`config.mk`:
```
export PLATFORM = sky130hd
export DESIGN_NAME = otpcs_ctrl
export DESIGN_NICKNAME = d
export VERILOG_FILES = /design/src/include/otpcs_pkg.sv /design/src/verilog/otpcs_ctrl.sv
export SDC_FILE = /design/constraint.sdc
export NUM_CORES = 1
export LEC_CHECK = 0
export ABC_AREA = 1
export BUFFER_PORTS_ARGS = -buffer_cell sky130_fd_sc_hd__buf_2
export CAP_MARGIN = 20
export CORE_ASPECT_RATIO = 0.8
export CORE_MARGIN = 2
export CORE_UTILIZATION = 40
export DETAILED_ROUTE_END_ITERATION = 10
export PLACE_DENSITY = 0.55
export SLEW_MARGIN = 20
export SYNTH_ARGS = -nofsm -noshare
export SYNTH_HDL_FRONTEND = slang
export SYNTH_SLANG_ARGS = --single-unit
```
`constraint.sdc`:
```
create_clock -name clk -period 14 [get_ports clk]
set_clock_uncertainty 0.1 [all_clocks]
set_input_delay 0.7 -clock clk [delete_from_list [all_inputs] [get_ports clk]]
set_output_delay 0.7 -clock clk [all_outputs]
set_load 0.02 [all_outputs]
```
`src/include/otpcs_pkg.sv`:
```
// Constants for the OTP controller status, transfer and FIFO port block
package otpcs_pkg;
  // ==========================================================
  // Register byte addresses
  localparam logic [31:0] OTPCS_MODE_ADDR   = 32'h4000_8000;
  localparam logic [31:0] OTPCS_STAT_ADDR   = 32'h4000_8008;
  localparam logic [31:0] OTPCS_MBADR_ADDR  = 32'h4000_800C;
  localparam logic [31:0] OTPCS_CELADR_ADDR = 32'h4000_8010;
  localparam logic [31:0] OTPCS_NWORDS_ADDR = 32'h4000_8014;
  localparam logic [31:0] OTPCS_FFPRT_ADDR  = 32'h4000_8018;
  localparam logic [31:0] OTPCS_FFRD_ADDR   = 32'h4000_801C;
  localparam logic [31:0] OTPCS_IRQST_ADDR  = 32'h4000_8020;
  localparam logic [31:0] OTPCS_IRQMSK_ADDR = 32'h4000_8024;
  // ==========================================================
  // Status field positions
  localparam int OTPCS_ST_REMAIN_LSB = 16;
  localparam int OTPCS_ST_FILL_LSB   = 8;
  localparam int OTPCS_ST_ARDY       = 4;
  localparam int OTPCS_ST_TERR       = 3;
  localparam int OTPCS_ST_TRDY       = 2;
  localparam int OTPCS_ST_PERR       = 1;
  localparam int OTPCS_ST_PRDY       = 0;
  // ==========================================================
  // Mode register fields and mode codes
  localparam int OTPCS_MODE_DMA_BIT = 3;
  localparam int OTPCS_MODE_SEL_BIT = 4;
  localparam logic [2:0] OTPCS_MODE_STBY  = 3'h0;
  localparam logic [2:0] OTPCS_MODE_AUTO_RD = 3'h1;
  localparam logic [2:0] OTPCS_MODE_AUTO_PG = 3'h2;
  localparam logic [2:0] OTPCS_MODE_MAN_PG  = 3'h3;
  localparam logic [2:0] OTPCS_MODE_BLANK   = 3'h4;
  localparam logic [2:0] OTPCS_MODE_DECODE  = 3'h5;
  localparam logic [2:0] OTPCS_MODE_WR_TEST = 3'h6;
  // ==========================================================
  // Interrupt bits and reset values
  localparam int OTPCS_IRQ_AUTO = 0;
  localparam int OTPCS_IRQ_TEST = 1;
  localparam int OTPCS_IRQ_PROG = 2;
  localparam logic [31:0] OTPCS_RST_WORD = 32'h0000_0000;
  localparam logic [12:0] OTPCS_RST_13   = 13'h0000;
  localparam logic        OTPCS_RST_RDY  = 1'b1;
endpackage

```
`src/verilog/otpcs_ctrl.sv`:
```
// OTP controller status, transfer setup and FIFO data port
`timescale 1ns/1ns
module otpcs_ctrl import otpcs_pkg::*; #(
  parameter int DEPTH = 8
) (
  // Clock and reset
  input  wire logic        clk,
  input  wire logic        nrst,
  // Register port
  input  wire logic [31:0] reg_addr,
  input  wire logic [31:0] reg_wdata,
  input  wire logic        reg_wr,
  input  wire logic        reg_rd,
  output logic      [31:0] reg_rdata,
  output logic             irq,
  // Bus master address and DMA enable for transfers
  output logic      [31:0] master_addr,
  output logic             dma_enable,
  // Macrocell side
  output logic      [2:0]  cell_mode,
  output logic      [12:0] cell_addr,
  output logic             cell_rd_req,
  input  wire logic        cell_rd_ack,
  input  wire logic [31:0] cell_rd_data,
  output logic             cell_wr_req,
  output logic      [31:0] cell_wr_data,
  input  wire logic        cell_wr_ack,
  input  wire logic        cell_wr_fail,
  output logic             test_start,
  input  wire logic        test_done,
  input  wire logic        test_fail
);
  localparam int PW = $clog2(DEPTH);
  localparam int CW = $clog2(DEPTH + 1);

  typedef enum logic [2:0] {ST_IDLE, ST_RD, ST_WR, ST_TEST, ST_DONE} otpcs_state_e;

  function automatic logic [PW-1:0] ptr_inc(input logic [PW-1:0] p);
    ptr_inc = (p == PW'(DEPTH - 1)) ? '0 : p + 1'b1;
  endfunction

  // ==========================================================
  // State
  otpcs_state_e     st_ff, nxt_st;
  logic [31:0]      mem [DEPTH];
  logic [PW-1:0]    wp_ff, nxt_wp, rp_ff, nxt_rp;
  logic [CW-1:0]    cnt_ff, nxt_cnt;
  logic [4:0]       mode_ff, nxt_mode;
  logic [29:0]      mbadr_ff, nxt_mbadr;
  logic [12:0]      celadr_ff, nxt_celadr;
  logic [12:0]      nwords_ff, nxt_nwords;
  logic [12:0]      remain_ff, nxt_remain;
  logic [31:0]      ffrd_ff, nxt_ffrd;
  logic [31:0]      rdata_ff, nxt_rdata;
  logic             ardy_ff, nxt_ardy;
  logic             trdy_ff, nxt_trdy;
  logic             prdy_ff, nxt_prdy;
  logic             terr_ff, nxt_terr;
  logic             perr_ff, nxt_perr;
  logic [2:0]       irqst_ff, nxt_irqst;
  logic [2:0]       irqmsk_ff, nxt_irqmsk;
  logic             irq_ff, nxt_irq;
  logic             rdreq_ff, nxt_rdreq;
  logic             wrreq_ff, nxt_wrreq;
  logic [31:0]      wrdat_ff, nxt_wrdat;
  logic             tst_ff, nxt_tst;
  logic             push, pop;
  logic [31:0]      push_data;
  logic [2:0]       ev;
  logic [31:0]      status;
  logic             full, empty, dma, sel;
  logic [2:0]       md;

  assign full  = (cnt_ff == CW'(DEPTH));
  assign empty = (cnt_ff == '0);
  assign md    = mode_ff[2:0];
  assign dma   = mode_ff[OTPCS_MODE_DMA_BIT];
  assign sel   = mode_ff[OTPCS_MODE_SEL_BIT];

  // Status word assembly
  always_comb begin
    status = '0;
    status[OTPCS_ST_REMAIN_LSB +: 13] = remain_ff;
    status[OTPCS_ST_FILL_LSB +: 4]    = 4'(cnt_ff);
    status[OTPCS_ST_ARDY]             = ardy_ff;
    status[OTPCS_ST_TERR]             = terr_ff;
    status[OTPCS_ST_TRDY]             = trdy_ff;
    status[OTPCS_ST_PERR]             = perr_ff;
    status[OTPCS_ST_PRDY]             = prdy_ff;
  end

  // ==========================================================
  // Next-state logic for registers, FIFO and sequencer
  always_comb begin
    nxt_st     = st_ff;
    nxt_mode   = mode_ff;
    nxt_mbadr  = mbadr_ff;
    nxt_celadr = celadr_ff;
    nxt_nwords = nwords_ff;
    nxt_remain = remain_ff;
    nxt_ffrd   = ffrd_ff;
    nxt_rdata  = '0;
    nxt_ardy   = ardy_ff;
    nxt_trdy   = trdy_ff;
    nxt_prdy   = prdy_ff;
    nxt_terr   = terr_ff;
    nxt_perr   = perr_ff;
    nxt_irqmsk = irqmsk_ff;
    nxt_rdreq  = rdreq_ff;
    nxt_wrreq  = wrreq_ff;
    nxt_wrdat  = wrdat_ff;
    nxt_tst    = 1'b0;
    push       = 1'b0;
    pop        = 1'b0;
    push_data  = reg_wdata;
    ev         = '0;

    // Software writes
    if (reg_wr) begin
      unique case (reg_addr)
        OTPCS_MODE_ADDR: begin
          nxt_mode = reg_wdata[4:0];
          nxt_st   = ST_IDLE;
          nxt_rdreq = 1'b0;
          nxt_wrreq = 1'b0;
          nxt_ardy = OTPCS_RST_RDY;
          nxt_prdy = OTPCS_RST_RDY;
          nxt_trdy = OTPCS_RST_RDY;
          if (reg_wdata[2:0] != OTPCS_MODE_STBY) begin
            nxt_st = ST_DONE;                 // Start takes effect next cycle
          end
        end
        OTPCS_MBADR_ADDR:  nxt_mbadr  = reg_wdata[31:2];
        OTPCS_CELADR_ADDR: nxt_celadr = reg_wdata[12:0];
        OTPCS_NWORDS_ADDR: nxt_nwords = reg_wdata[12:0];
        OTPCS_IRQMSK_ADDR: nxt_irqmsk = reg_wdata[2:0];
        OTPCS_FFPRT_ADDR: begin
          // Port writes only in program modes with DMA off; full drops them
          if (!dma && !full && (md == OTPCS_MODE_AUTO_PG || md == OTPCS_MODE_MAN_PG)) begin
            push = 1'b1;
          end
        end
        default: ;
      endcase
    end

    // Software reads, data one cycle later
    if (reg_rd) begin
      unique case (reg_addr)
        OTPCS_MODE_ADDR:   nxt_rdata = {27'h0, mode_ff};
        OTPCS_STAT_ADDR:   nxt_rdata = status;
        OTPCS_MBADR_ADDR:  nxt_rdata = {mbadr_ff, 2'h0};
        OTPCS_CELADR_ADDR: nxt_rdata = {19'h0, celadr_ff};
        OTPCS_NWORDS_ADDR: nxt_rdata = {19'h0, nwords_ff};
        OTPCS_FFRD_ADDR:   nxt_rdata = ffrd_ff;
        OTPCS_IRQST_ADDR:  nxt_rdata = {29'h0, irqst_ff};
        OTPCS_IRQMSK_ADDR: nxt_rdata = {29'h0, irqmsk_ff};
        OTPCS_FFPRT_ADDR: begin
          // Empty read returns zero and leaves FIFO untouched
          if (!dma && !empty && md == OTPCS_MODE_AUTO_RD) begin
            pop       = 1'b1;
            nxt_rdata = mem[rp_ff];
            nxt_ffrd  = mem[rp_ff];
          end
        end
        default: nxt_rdata = '0;
      endcase
    end

    // Sequencer
    unique case (st_ff)
      ST_IDLE: ;
      ST_DONE: begin
        // Launch the selected mode
        unique case (md)
          OTPCS_MODE_AUTO_RD: begin
            nxt_ardy   = 1'b0;
            nxt_remain = nwords_ff + 13'h1;
            nxt_st     = ST_RD;
          end
          OTPCS_MODE_AUTO_PG: begin
            nxt_ardy   = 1'b0;
            nxt_perr   = 1'b0;
            // Port select streams words with no count; the register stays as is
            nxt_remain = sel ? remain_ff : nwords_ff + 13'h1;
            nxt_st     = ST_WR;
          end
          OTPCS_MODE_MAN_PG: begin
            nxt_perr = 1'b0;
            nxt_st   = ST_WR;
          end
          OTPCS_MODE_BLANK, OTPCS_MODE_DECODE, OTPCS_MODE_WR_TEST: begin
            nxt_trdy = 1'b0;
            nxt_tst  = 1'b1;
            nxt_st   = ST_TEST;
          end
          default: nxt_st = ST_IDLE;
        endcase
      end
      ST_RD: begin
        // Fetch only while the FIFO has room, so software stalls the read
        if (rdreq_ff && cell_rd_ack) begin
          nxt_rdreq  = 1'b0;
          push       = 1'b1;
          push_data  = cell_rd_data;
          nxt_celadr = celadr_ff + 13'h1;
          nxt_remain = remain_ff - 13'h1;
          if (remain_ff == 13'h1) begin
            nxt_ardy = 1'b1;
            ev[OTPCS_IRQ_AUTO] = 1'b1;
            nxt_st   = ST_IDLE;
          end
        end else if (!rdreq_ff && !full && !reg_wr) begin
          nxt_rdreq = 1'b1;
        end
      end
      ST_WR: begin
        if (wrreq_ff) begin
          if (cell_wr_ack) begin
            nxt_wrreq  = 1'b0;
            nxt_prdy   = 1'b1;
            // Error may toggle per word; sticky so the final value is the verdict
            nxt_perr   = perr_ff | cell_wr_fail;
            nxt_celadr = celadr_ff + 13'h1;
            if (md == OTPCS_MODE_MAN_PG) begin
              ev[OTPCS_IRQ_PROG] = 1'b1;
              nxt_st = ST_IDLE;
            end else if (!sel) begin
              nxt_remain = remain_ff - 13'h1;
              if (remain_ff == 13'h1) begin
                nxt_ardy = 1'b1;
                ev[OTPCS_IRQ_AUTO] = 1'b1;
                nxt_st   = ST_IDLE;
              end
            end
          end
        end else if (!empty && !push) begin
          pop       = 1'b1;
          nxt_wrdat = mem[rp_ff];
          nxt_wrreq = 1'b1;
          nxt_prdy  = 1'b0;
        end
      end
      ST_TEST: begin
        if (test_done) begin
          nxt_terr = test_fail;
          nxt_trdy = 1'b1;
          ev[OTPCS_IRQ_TEST] = 1'b1;
          nxt_st   = ST_IDLE;
        end
      end
      default: nxt_st = ST_IDLE;
    endcase

    // Interrupt status: hardware set wins over write-one-clear
    nxt_irqst = irqst_ff;
    if (reg_wr && reg_addr == OTPCS_IRQST_ADDR) begin
      nxt_irqst = irqst_ff & ~reg_wdata[2:0];
    end
    nxt_irqst = nxt_irqst | ev;
    nxt_irq   = |(nxt_irqst & nxt_irqmsk);
  end

  // FIFO pointer and count updates
  always_comb begin
    nxt_wp  = push ? ptr_inc(wp_ff) : wp_ff;
    nxt_rp  = pop ? ptr_inc(rp_ff) : rp_ff;
    nxt_cnt = cnt_ff;
    if (push && !pop) begin
      nxt_cnt = cnt_ff + 1'b1;
    end else if (pop && !push) begin
      nxt_cnt = cnt_ff - 1'b1;
    end
  end

  // ==========================================================
  // Registers
  always_ff @(posedge clk or negedge nrst) begin
    if (!nrst) begin
      st_ff     <= ST_IDLE;
      wp_ff     <= '0;
      rp_ff     <= '0;
      cnt_ff    <= '0;
      mode_ff   <= '0;
      mbadr_ff  <= '0;
      celadr_ff <= OTPCS_RST_13;
      nwords_ff <= OTPCS_RST_13;
      remain_ff <= OTPCS_RST_13;
      ffrd_ff   <= OTPCS_RST_WORD;
      rdata_ff  <= OTPCS_RST_WORD;
      ardy_ff   <= OTPCS_RST_RDY;
      trdy_ff   <= OTPCS_RST_RDY;
      prdy_ff   <= OTPCS_RST_RDY;
      terr_ff   <= 1'b0;
      perr_ff   <= 1'b0;
      irqst_ff  <= '0;
      irqmsk_ff <= '0;
      irq_ff    <= 1'b0;
      rdreq_ff  <= 1'b0;
      wrreq_ff  <= 1'b0;
      wrdat_ff  <= OTPCS_RST_WORD;
      tst_ff    <= 1'b0;
    end else begin
      st_ff     <= nxt_st;
      wp_ff     <= nxt_wp;
      rp_ff     <= nxt_rp;
      cnt_ff    <= nxt_cnt;
      mode_ff   <= nxt_mode;
      mbadr_ff  <= nxt_mbadr;
      celadr_ff <= nxt_celadr;
      nwords_ff <= nxt_nwords;
      remain_ff <= nxt_remain;
      ffrd_ff   <= nxt_ffrd;
      rdata_ff  <= nxt_rdata;
      ardy_ff   <= nxt_ardy;
      trdy_ff   <= nxt_trdy;
      prdy_ff   <= nxt_prdy;
      terr_ff   <= nxt_terr;
      perr_ff   <= nxt_perr;
      irqst_ff  <= nxt_irqst;
      irqmsk_ff <= nxt_irqmsk;
      irq_ff    <= nxt_irq;
      rdreq_ff  <= nxt_rdreq;
      wrreq_ff  <= nxt_wrreq;
      wrdat_ff  <= nxt_wrdat;
      tst_ff    <= nxt_tst;
    end
  end

  // FIFO storage, no reset needed on data words
  always_ff @(posedge clk) begin
    if (push) begin
      mem[wp_ff] <= push_data;
    end
  end

  // ==========================================================
  // Outputs, all straight from flops
  assign reg_rdata    = rdata_ff;
  assign irq          = irq_ff;
  assign master_addr  = {mbadr_ff, 2'h0};
  assign dma_enable   = mode_ff[OTPCS_MODE_DMA_BIT];
  assign cell_mode    = mode_ff[2:0];
  assign cell_addr    = celadr_ff;
  assign cell_rd_req  = rdreq_ff;
  assign cell_wr_req  = wrreq_ff;
  assign cell_wr_data = wrdat_ff;
  assign test_start   = tst_ff;
endmodule

```
After elaboration in Yosys (flattened, before gate mapping)
Memories as Yosys holds them, arrays and structs flattened.
Cells that the tools add are included.
- bits in registers: 198
- RAM bits: 256
- bits of input ports: 105
- logic and storage cells: 208
- memories kept: 1
- add/sub/neg operators: 7
- equal/unequal tests: 31
- multiplexer cells: 102
- bitwise operators: 6
- reductions and logical operators: 38
- memory list (memory ; depth ; width ; rd ports ; clocked after Yosys merged registers in ; write ports ; RTL line ; text):
    mem ; 8 ; 32 ; 1 ; 0 ; 1 ; otpcs_ctrl.sv:45 ; logic [31:0] mem [DEPTH];
- operator list (kind ; number):
    equality test 32 x 31 -> 1 bit (second input constant) ; 9
    one-hot mux 32 bit (9 select lines) ; 1
    2-to-1 mux 13 bit ; 11
    2-to-1 mux 32 bit ; 4
    2-to-1 mux 1 bit ; 60
    one-hot mux 13 bit (2 select lines) ; 2
    2-to-1 mux 3 bit ; 15
    one-hot mux 13 bit (3 select lines) ; 1
    adder 13 x 1 -> 13 bit (second input constant) ; 2
    equality test 3 bit (second input constant) ; 6
    one-hot mux 3 bit (5 select lines) ; 1
    equality test 13 x 1 -> 1 bit (second input constant) ; 1
    subtractor 13 x 1 -> 13 bit (second input constant) ; 1
    equality test 3 x 2 -> 1 bit (second input constant) ; 4
    inequality test 2 bit (second input constant) ; 6
    logical AND 1 bit ; 11
    zero test 1 bit ; 8
    2-to-1 mux 4 bit ; 2
    AND reduction 2 bit ; 4
    AND reduction 8 bit ; 1
    adder 3 x 1 -> 3 bit (second input constant) ; 2
    bitwise AND 3 bit ; 2
    equality test 3 x 1 -> 1 bit (second input constant) ; 2
    inequality test 3 bit (second input constant) ; 2
    19 further kinds ; 26

Longest topological paths before layout
Gate-level depths: netlist of run 1.
- word-level depth: 15
- depth in mapped cells: 21

Worst setup path after synthesis of run 1
No wires, ideal clock.
- kind: input to register
- from: input reg_addr[7]
- to: memory mem[4][0] (enable)
- setup time: 0.501 ns
- arrival time: 4.701 ns
- data required time: 13.399 ns
- setup slack: 8.697 ns
- stages on the path: 8
- cells stage by stage: nor2_1 nand3_1 inv_2 buf_4 nand3_1 nand2_1 inv_1 nor4_1
- longest elaborated chain between the ends: 7
- ends and longest elaborated chain (what ; RTL line ; text):
    start, declared ; otpcs_ctrl.sv:10 ; input wire logic [31:0] reg_addr,
    equality test 32 x 31 -> 1 bit * ; otpcs_ctrl.sv:120 ; unique case (reg_addr)
    2-to-1 mux 1 bit * ; otpcs_ctrl.sv:120 ;
    2-to-1 mux 1 bit * ; otpcs_ctrl.sv:119 ; if (reg_wr) begin
    2-to-1 mux 1 bit ; otpcs_ctrl.sv:202 ; if (rdreq_ff && cell_rd_ack) begin
    2-to-1 mux 1 bit * ; otpcs_ctrl.sv:171 ; unique case (st_ff)
    net push ; otpcs_ctrl.sv:67 ; logic push, pop;
    2-to-1 mux 1 bit * ; otpcs_ctrl.sv:332 ; if (push) begin
    2-to-1 mux 1 bit (implied by the code) * ; otpcs_ctrl.sv:333 ; mem[wp_ff] <= push_data;
    end, declared ; otpcs_ctrl.sv:45 ;
The timed path passes the listed nets; every way through them passes the cells marked *.

Final worst setup path of run 1
- from: input reg_addr[7]
- to: register cnt_ff[3]
- longest elaborated chain between the ends: 11
- elaborated cells on any way between the ends: 18
- ends and longest elaborated chain (what ; RTL line ; text):
    equality test 32 x 31 -> 1 bit * ; otpcs_ctrl.sv:120, otpcs_ctrl.sv:149 ;
    2-to-1 mux 1 bit ; otpcs_ctrl.sv:120 ;
    2-to-1 mux 1 bit ; otpcs_ctrl.sv:119 ;
    zero test 1 bit ; otpcs_ctrl.sv:237 ; end else if (!empty && !push) begin
    logical AND 1 bit ; otpcs_ctrl.sv:237 ;
    2-to-1 mux 1 bit ; otpcs_ctrl.sv:237 ;
    2-to-1 mux 1 bit ; otpcs_ctrl.sv:218 ; if (wrreq_ff) begin
    2-to-1 mux 1 bit ; otpcs_ctrl.sv:171 ;
    zero test 1 bit ; otpcs_ctrl.sv:269 ; if (push && !pop) begin
    logical AND 1 bit ; otpcs_ctrl.sv:269 ;
    2-to-1 mux 4 bit / nonzero test 2 bit (equally long branches) ; - ;
    end signal, assigned ; otpcs_ctrl.sv:307 ; cnt_ff <= nxt_cnt;
    end, declared ; otpcs_ctrl.sv:47 ; logic [CW-1:0] cnt_ff, nxt_cnt;
Mark *: on every way between the ends. The rest lies on a longest branch, timed or not.
A chain may end at the register's enable or synchronous reset.

==> qor.yml, run 1 <==
status:
  outcome: "finished clean"
logic_synthesis:
  ys.flop_type: "edfxtp_1"
  syn_area_um2: 20510
  syn_inst: 2161
  yosysWarningCount: 0
  avgSynthCellArea_um2: 9.490
  netlist-cell-type-count: 44
  synth_seq_cells: 454
  yosysSeqAreaShare: 0.6166
  synth_edf_count: 256
  postSynth.asyncResetShare: 0.4361
route:
  viasPerCell: 5.249
  drt-met1-wl_mm: 29.37
  drt_iter0_markers: 1714
  top_layer_used: "met4"
  drtPass1Iterations: 8
  routed_wl_mm: 62.76
  ant_nets: 0
  drc: 0
  met2_length_mm: 26.78
  dr_wl_met3_mm: 4.917
  num_vias: 16130
  wl_per_cell_um: 20.43
placement:
  place_ws_ns: 9.137
  port_buffers: 219
  routabilityCongestion: 0.9236
  dp_hpwl_mm: 41.96
final_layout:
  fillers: 4846
  syn_to_final_growth_pct: 15.83
  layout.nets: 2466
  drive_gt1_frac: 0.1638
power_and_ir_drop:
  peakVddDrop_uv: 74.75
  power.density_nw_per_um2: 116.4
  p_leak_uw: 0.01004
sta:
  slew_headroom: 0.2604
  setup_ws_ns: 9.692
  rsz0062_at_grt: "no"
  final.period_utilization: 0.3077
  slew_viol_final: 0
  finalHoldViolCount: 0
  fmax_mhz: 232.1
  setup_viol: 0
  setup-tns-final_ns: 0
  worst_slew_pin_slew_ns: 1.098
  layout_min_cycle_time_ns: 4.308
global_route:
  track_usage: 0.2362
  grt_max_degree: 70
  grt_overflow: 0
  grt_first_pass_wirelength_mm: 94.93
  antenna_found_initial: 4
  grt_pass1_vias: 15420
worst_hold_path:
  hold_class: "in2async"
floorplanning:
  start_util: 0.4035
  die_w_um: 257.2
  core_area_um2: 50830
  io_pins: 222
  std_cell_rows: 74
  die-area_um2: 53110
  die_h_um: 206.5
clock_tree:
  cts.sinks: 454
  root_buffer: "clkbuf_16"
  cts_max_path_buffers: 3
  cts_resized: 0
  cts_tree: "yes"
  ctsHoldBuffers: 0
  clkLatencyLatePin_ns: 0.58
  numCtsBuffers: 47
  htree_levels: 2
  clk_pin_slew_ns: 0.06
  post_cts_buffers: 0
setup_path:
  worstSetupEndpointType: "register"
  critPathArrivalTime_ns: 4.67
  worstSetupPathType: "in2reg"
  crit_required_ns: 14.36
  startpoint_type: "input port"
  cp_max_fo: 61
run:
  drv_cap: 0
-- registers in the layout, indices dropped and copies added (netlist names), 3 cells and up --
register	cells
ffrd_ff	32
reg_rdata	32
mbadr_ff	30
mode_ff	5
mem	256
st_ff	3
irqmsk_ff	3
remain_ff	13
rp_ff	3
wp_ff	3
nwords_ff	13
cell_wr_data	32
cell_addr	13
irqst_ff	3
cnt_ff	4
-- cells in the final DEF, fill, tap and decap left out, types with 10 or more instances in the layout --
cell	instances
clkinv_2	14
o22ai_1	48
o211ai_1	18
edfxtp_1	256
clkbuf_16	49
nand2_1	483
nor2_4	10
nand3_1	90
inv_2	13
inv_1	154
o21ai_2	13
nand4_1	17
o21ai_1	69
xor2_1	13
nor2_1	302
a21oi_1	16
buf_2	218
ha_1	11
buf_4	26
o21ai_0	272
dfrtp_1	193
nor3_1	21
-- layer usage --
metal  vias to the layer above  GRT usage
met4                         0    0.07267
met5                         -          0
met1                      7815     0.3494
met3                        93    0.04636
li1                       7623          -
met2                       595     0.3503
-- through the flow --
step / util / instance area, um^2 / instances / hold WS (ns) / power [uW]
after global placement: 0.4360 / 22160 / 2984 / 0.3566 / 1503
after CTS: 0.4672 / 23750 / 3071 / 0.02169 / 2784
final: 0.4673 / 23760 / 3072 / 0.01536 / 2764
after floorplan: - / 20510 / 2162 / 0.3044 / 1460
after detailed placement: 0.4360 / 22160 / 2984 / 0.3592 / 1504
after global routing: 0.4673 / 23750 / 3071 / 0.05805 / 2842
-- cells by family (layout without fill, tap and decap cells) --
family / count (synthesis) / in the layout / synth area share
AND/OR/NAND/NOR: 951 / 951 / 0.1900
adder cells (fa/ha/maj): 12 / 12 / 0.007687
flip-flops: 454 / 454 / 0.6166
other: 1 / 3 / 0.0001829
multiplexers: 3 / 3 / 0.001525
XOR/XNOR: 19 / 19 / 0.008114
buffers and inverters: 279 / 504 / 0.05973
AO/OA/AOI/OAI: 442 / 442 / 0.1161
-- final timing paths --
| path | from | to | slack [ns] | cells past startpoint |
|---|---|---|---|---|
| max reg2reg | mode_ff[2] | cnt_ff[3] | 9.71 | 18 |
| min reg2reg | ffrd_ff[11] | ffrd_ff[11] | 0.38 | 2 |
| max | reg_addr[7] | cnt_ff[3] | 9.69 | 19 |
| min | nrst | mbadr_ff[15] | 0.02 | 1 |
| min in group clk | test_fail | terr_ff | 0.26 | 2 |
| max in group asynchronous | nrst | cell_wr_data[13] | 11.53 | 3 |
-- cells in the mapped netlist, drive strengths merged, types with 2 or more instances --
library cell | instances | area share
nand2 | 492 | 0.092
o21ai | 354 | 0.089
nor2 | 317 | 0.060
edfxtp | 256 | 0.37
dfrtp | 195 | 0.24
inv | 168 | 0.031
nand3 | 96 | 0.026
buf | 74 | 0.022
o22ai | 48 | 0.015
clkbuf | 33 | 0.0060
nor3 | 24 | 0.0063
o211ai | 18 | 0.0066
nand4 | 17 | 0.0052
a21oi | 16 | 0.0039
xor2 | 13 | 0.0056
ha | 11 | 0.0067
xnor2 | 6 | 0.0026
clkinv | 4 | 0.00085
dfstp | 3 | 0.0038
o31ai | 3 | 0.0011
mux2i | 2 | 0.00098
nand3b | 2 | 0.00073
nor4 | 2 | 0.00061
-- worst max-delay path, stage by stage --
cell      delay (ns)
buf_2           0.09
nor2_1          0.17
nand3_1         0.17
inv_2           0.40
nand3_2         0.71
clkinv_2        0.36
nand2_4         0.39
nand2_2         0.26
inv_1           0.06
ha_1            0.20
inv_1           0.13
ha_1            0.29
nand2_1         0.08
nor2_1          0.04
a211oi_1        0.23
nor2_1          0.07
nor2_1          0.08
nand2_1         0.06
xnor2_1         0.12
-- area by class of cell --
cell class	count	area [um^2]	area share
clock inverter	25	230.2	0.009691
sequential	454	12650	0.5326
antenna	1	2.502	0.0001053
timing repair buffer	245	1300	0.05472
multi-input combinational	1429	6713	0.2826
inverter	172	648.1	0.02728
clock buffer	62	1355	0.05704
tap	684	855.8	0.03603
-- where the power goes --
| group | switching (uW) | leakage [uW] | internal, uW |
|---|---|---|---|
| sequential | 0.0000437 | 0.00488 | 1420 |
| combinational | 46.7 | 0.00437 | 14.9 |
| clock | 533 | 0.000783 | 754 |
Power figures use the tool's default switching activity.
==> inputs of run 2 (changes only) <==
--- a/config.mk
+++ b/config.mk
@@ -12,7 +12,7 @@
 export CORE_MARGIN = 2
 export CORE_UTILIZATION = 40
 export DETAILED_ROUTE_END_ITERATION = 10
-export PLACE_DENSITY = 0.55
+export PLACE_DENSITY = 0.57
 export SLEW_MARGIN = 20
 export SYNTH_ARGS = -nofsm -noshare
 export SYNTH_HDL_FRONTEND = slang
==> constraint.sdc (replaced) <==
create_clock -name clk -period 3.66 [get_ports clk]
set_clock_uncertainty 0.1 [all_clocks]
set_input_delay 0.183 -clock clk [delete_from_list [all_inputs] [get_ports clk]]
set_output_delay 0.183 -clock clk [all_outputs]
set_load 0.02 [all_outputs]
==> run 2 against run 1 <==
  * Via count up 2.1%
  * Critical path depth down 1
  * Combinational power rose to 4.4 times the previous value
  * Cell area up 2.1%
  * Routed wire length up 1.3%
  * Die area unchanged
  * Sequential share of layout area down 1.1 points
  * Sequential cell count unchanged
  * Critical endpoint unchanged
==> qor.yml, run 2 (synthesis results as in run 1) <==
final_layout:
  fin_area_um2: 24270
  syn_to_final_growth_pct: 18.32
  largest_reg_flops: 256
  drive_gt1_frac: 0.1615
  final_common_cell: "nand2_1"
  largest_register: "mem"
  final_cell_mix: "483 x nand2_1, 302 x nor2_1, 273 x o21ai_0, 256 x edfxtp_1, 218 x buf_2"
  layout.nets: 2519
  final_util: 0.4774
  n_antenna_cell: 0
clock_tree:
  cts_resized: 0
  htree_levels: 2
  root_buffer: "clkbuf_16"
  clk_pin_slew_ns: 0.07
  cts.sinks: 454
  numCtsBuffers: 47
  clkLatencyLatePin_ns: 0.58
  cts_tree: "yes"
  cts_max_path_buffers: 3
setup_path:
  startpoint_type: "register"
  endpoint: "cnt_ff[3]"
  r2r_slack_ns: 0.60
  cp.buffers_inverters: 3
  path_depth: 18
  cp_max_fo: 9
  cp_common_cell: "nor2_1"
  cpLargestDelayFamily: "simple AND/OR/NAND/NOR gates"
  ff2ff_path_depth: 18
  crit_path_top_delay_cell: "dfrtp_1"
  worstSetupEndpointType: "register"
  critPathMaxStageDelay_ns: 0.49
  startpoint: "mode_ff[2]"
  r2r_end: "cnt_ff[3]"
  worstSetupPathType: "reg2reg"
  critPathArrivalTime_ns: 3.43
  reg2reg_from: "mode_ff[2]"
  path_cells: "nor3_2, nand2_1, nor2_1, nand3_2, clkinv_2, nand2_4, nand2_2, inv_1, ha_1, inv_1, ha_1, nand2_1, nor2_1, a211oi_1, nor2_1, nor2_1, nand2_1, xnor2_1"
  crit_required_ns: 4.03
route:
  drc: 0
  wl_per_cell_um: 20.35
  top_layer_used: "met4"
  dr_wl_met3_mm: 5.663
  met2_length_mm: 27.40
  viasPerCell: 5.271
  drt_iter0_markers: 1749
  ant_nets: 0
  drtPass1Iterations: 5
  num_vias: 16460
  routed_wl_mm: 63.56
  drt-met1-wl_mm: 28.64
global_route:
  antenna_found_initial: 1
  grt_overflow: 0
  grt_pass1_vias: 15490
  grt_max_degree: 138
  track_usage: 0.2378
  grt_first_pass_wirelength_mm: 95.17
placement:
  routabilityCongestion: 0.9186
  dp_hpwl_mm: 42.05
  postPlaceCellArea_um2: 22350
  port_buffers: 219
floorplanning:
  die_w_um: 257.2
  io_pins: 222
  die_h_um: 206.5
  start_util: 0.4035
  die-area_um2: 53110
  core_area_um2: 50830
  std_cell_rows: 74
power_and_ir_drop:
  p_leak_uw: 0.01026
  power.density_nw_per_um2: 429.2
  total_power_uw: 10420
  peakVddDrop_uv: 313.0
sta:
  setup-tns-final_ns: 0
  final.period_utilization: 0.8368
  finalHoldViolCount: 0
  slew_viol_final: 0
  fmax_mhz: 326.5
  rsz0062_at_grt: "no"
  worst_slew_pin_slew_ns: 1.123
  setup_viol: 0
  slew_headroom: 0.2434
  layout_min_cycle_time_ns: 3.063
worst_hold_path:
  hold_class: "in2reg"
status:
  outcome: "finished clean"
run:
  drv_cap: 0
==> run 2: changes by cell type in the layout (fill, tap and decap cells not counted), moves of 2 or more <==
| cell | before | now |
|---|---|---|
| dlygate4sd3_1 | 0 | 41 |
| buf_12 | 0 | 7 |
| clkinv_1 | 8 | 10 |
| clkbuf_1 | 5 | 9 |
| clkinvlp_4 | 3 | 1 |
| buf_4 | 26 | 31 |
| clkbuf_8 | 9 | 4 |
==> run 2: final cells by class <==
type	instances	area, um^2
multi-input cells	1429	6723
repair buffers	298	1888
clock inverters	25	200.2
flip-flops and latches	454	12650
fillers	4772	26570
clock buffers	61	1301
well taps	684	855.8
inverters	172	648.1
==> run 2: routing by layer <==
metal | global-route usage | vias to the layer above
met3 | 0.04930 | 102
met5 | 0 | -
met1 | 0.3489 | 7950
met4 | 0.07870 | 0
li1 | - | 7722
met2 | 0.3518 | 688
==> run 2: report_power, final <==
group	total, uW	switching, uW	internal (uW)
clock network	4730	2020	2710
logic	272	183	88.2
registers	5410	0.000146	5410
==> run 2: timing repair <==
action,4_1_cts,5_1_grt
hold endpoints to repair,170,0
hold buffers,41,0
setup buffers,0,0
setup endpoints to repair,0,0
==> run 2: worst reg2reg max path, delay by kind of cell (launching register included) <==
family                   cells  cell delay [ns]
AO/OA/AOI/OAI                1             0.24
XOR/XNOR                     1             0.12
adder cells (fa/ha/maj)      2             0.48
buffers and inverters        3             0.34
flip-flops                   1             0.49
AND/OR/NAND/NOR             11             1.18
==> run 2: metrics by stage <==
stage               setup slack [ns]  instances  hold WS, ns
CTS                           0.6629       3123      0.04488
detailed placement            0.6242       2996       0.1942
finish                        0.5974       3123      0.08240
global route                  0.3343       3123       0.1413
global placement              0.6645       2996       0.1863
floorplan                     0.1248       2162      -0.2126
==> run 2: worst min path at each step <==
stage	from	endpoint	slack [ns]	cells past startpoint
5_1_grt	reg_addr[2]	reg_rdata[3]	0.14	8
2_1_floorplan	nrst	cell_addr[0]	-0.21	0
3_5_place_dp	nrst	reg_rdata[16]	0.19	1
4_1_cts	reg_addr[2]	reg_rdata[3]	0.04	8
6_report	reg_addr[2]	reg_rdata[3]	0.08	8
3_3_place_gp	nrst	cell_wr_data[16]	0.19	1
==> inputs of run 3 (changes only) <==
--- a/config.mk
+++ b/config.mk
@@ -12,7 +12,7 @@
 export CORE_MARGIN = 2
 export CORE_UTILIZATION = 40
 export DETAILED_ROUTE_END_ITERATION = 10
-export PLACE_DENSITY = 0.57
+export PLACE_DENSITY = 0.55
 export SLEW_MARGIN = 20
 export SYNTH_ARGS = -nofsm -noshare
 export SYNTH_HDL_FRONTEND = slang
==> constraint.sdc (replaced) <==
create_clock -name clk -period 3 [get_ports clk]
set_clock_uncertainty 0.1 [all_clocks]
set_input_delay 0.15 -clock clk [delete_from_list [all_inputs] [get_ports clk]]
set_output_delay 0.15 -clock clk [all_outputs]
set_load 0.02 [all_outputs]
==> run 3 against run 2 <==
  * Global-route usage is 0.29 points higher
  * Cell area is 1.7% higher
  * Clock power is 23% higher
  * Setup slack worse by 0.40 ns
==> qor.yml, run 3 (synthesis results as in run 1) <==
status:
  outcome: "finished clean"
clock_tree:
  cts.sinks: 454
  cts_max_path_buffers: 3
  clkLatencyLatePin_ns: 0.58
  numCtsBuffers: 46
  htree_levels: 2
  clk_pin_slew_ns: 0.06
  post_cts_buffers: 0
  root_buffer: "clkbuf_16"
  cts_tree: "yes"
global_route:
  grt_max_degree: 78
  grt_pass1_vias: 15550
  grtUsageMet2: 0.3683
  track_usage: 0.2407
  use_met3: 0.04231
  grt_first_pass_wirelength_mm: 96.34
  groute.layer.met1.usage: 0.3568
  grt.busiest_layer: "met2"
  antenna_found_initial: 1
  grt_overflow: 0
power_and_ir_drop:
  peakVddDrop_uv: 344.1
  total_power_uw: 12800
  power.density_nw_per_um2: 518.4
  p_leak_uw: 0.01048
setup_path:
  critPathArrivalTime_ns: 3.22
  cp.buffers_inverters: 3
  cp_max_fo: 7
  crit_path_top_delay_cell: "nor2_1"
  worstSetupEndpointType: "register"
  r2r_slack_ns: 0.30
  path_cells: "buf_2, nor2_1, nand2_1, nor2_1, nand2_2, nor2_1, nand2_1, nor2_2, nand2_1, dlygate4sd3_1, o21ai_0, dlygate4sd3_1"
  cpLargestDelayFamily: "simple AND/OR/NAND/NOR gates"
  worstSetupPathType: "in2reg"
  critPathMaxStageDelay_ns: 0.60
  startpoint_type: "input port"
  crit_required_ns: 3.42
final_layout:
  final_cell_mix: "483 x nand2_1, 301 x nor2_1, 273 x o21ai_0, 256 x edfxtp_1, 218 x buf_2"
  final_util: 0.4857
  fillers: 4798
  layout.nets: 2557
  final_common_cell: "nand2_1"
  n_antenna_cell: 0
  regArea_um2: 12650
  syn_to_final_growth_pct: 20.39
  fin_area_um2: 24690
  largest_reg_flops: 256
  largest_register: "mem"
  drive_gt1_frac: 0.1737
  multi_input_comb_area_um2: 6730
sta:
  layout_min_cycle_time_ns: 2.798
  whs_ns: 0.04891
  slew_headroom: 0.2870
  worst_slew_pin_slew_ns: 1.058
  slew_viol_final: 0
  finalHoldViolCount: 0
  setup_viol: 0
  final.period_utilization: 0.9327
  fmax_mhz: 357.4
route:
  drt_iter0_markers: 1583
  num_vias: 16570
  viasPerCell: 5.244
  drc: 0
  wl_per_cell_um: 20.45
  drtPass1Iterations: 6
  ant_nets: 0
  routed_wl_mm: 64.62
floorplanning:
  die-area_um2: 53110
  die_w_um: 257.2
  core_area_um2: 50830
  start_util: 0.4035
  std_cell_rows: 74
  io_pins: 222
  die_h_um: 206.5
worst_hold_path:
  hold_class: "in2reg"
placement:
  port_buffers: 219
  postPlaceCellArea_um2: 22690
  routabilityCongestion: 0.9473
  dp_hpwl_mm: 44.47
run:
  drv_cap: 0
run 3: cell count changes in the layout (fill, tap and decap cells not counted), moves of 3 or more:
cell	delta
buf_12	+7
buf_4	+26
clkbuf_1	-4
clkbuf_8	+6
clkinv_2	-3
dlygate4sd3_1	+6
run 3: power by group:
group	internal, uW	switching, uW	leakage [uW]
combinational	122	236	0.00484
sequential	6600	0.000196	0.00488
clock	3420	2420	0.000756
total	10100	2660	0.0105
run 3: worst paths after layout:
kind	from	to	cells after the start
max in group asynchronous	nrst	prdy_ff	3
hold / removal	cell_rd_data[24]	mem[2][24]	4
min in group asynchronous	nrst	cell_wr_data[18]	2
hold reg to reg	ffrd_ff[11]	ffrd_ff[11]	2
setup reg to reg	mode_ff[2]	cnt_ff[3]	18
setup / recovery	reg_addr[21]	mode_ff[3]	12
run 3: worst reg2reg max path, cell delays in order (launching register included):
cell      delay [ns]
dfrtp_1         0.39
buf_4           0.17
nor2_1          0.15
nand3_1         0.09
nor2_1          0.10
nand3_1         0.12
nand2_2         0.10
nand2_2         0.06
inv_1           0.06
ha_1            0.18
inv_1           0.10
ha_1            0.34
nand2_1         0.08
nor2_1          0.04
a211oi_2        0.17
nor2_1          0.06
nor2_1          0.08
nand2_1         0.07
xnor2_1         0.12
run 3: timing repair:
item | 4_1_cts | 5_1_grt
endpoints found under the setup margin | 0 | 1
hold buffers | 47 | 0
gates resized for setup | 0 | 2
hold endpoints to repair | 198 | 0
run 3: final cells by class:
class                   count  share of cell area
multi-input cells        1429              0.2726
well taps                 684             0.03466
repair buffers            337             0.09248
inverters                 172             0.02625
flip-flops and latches    454              0.5124
clock inverters            22            0.008210
clock buffers              61             0.05341
run 3: metal layers:
| metal | vias up | wire [um] |
|---|---|---|
| met5 | - | 0 |
| met2 | 605 | 28480 |
| met4 | 0 | 1273 |
| met1 | 8069 | 30200 |
| met3 | 78 | 4663 |
| li1 | 7813 | - |
run 3: per-stage QoR:
stage               setup WS (ns)  setup TNS, ns  instances
floorplan                 -0.1703         -29.09       2162
global placement           0.2184              0       3029
detailed placement         0.1570              0       3029
CTS                        0.2254              0       3159
global route            -0.004755      -0.004755       3159
finish                     0.2019              0       3159
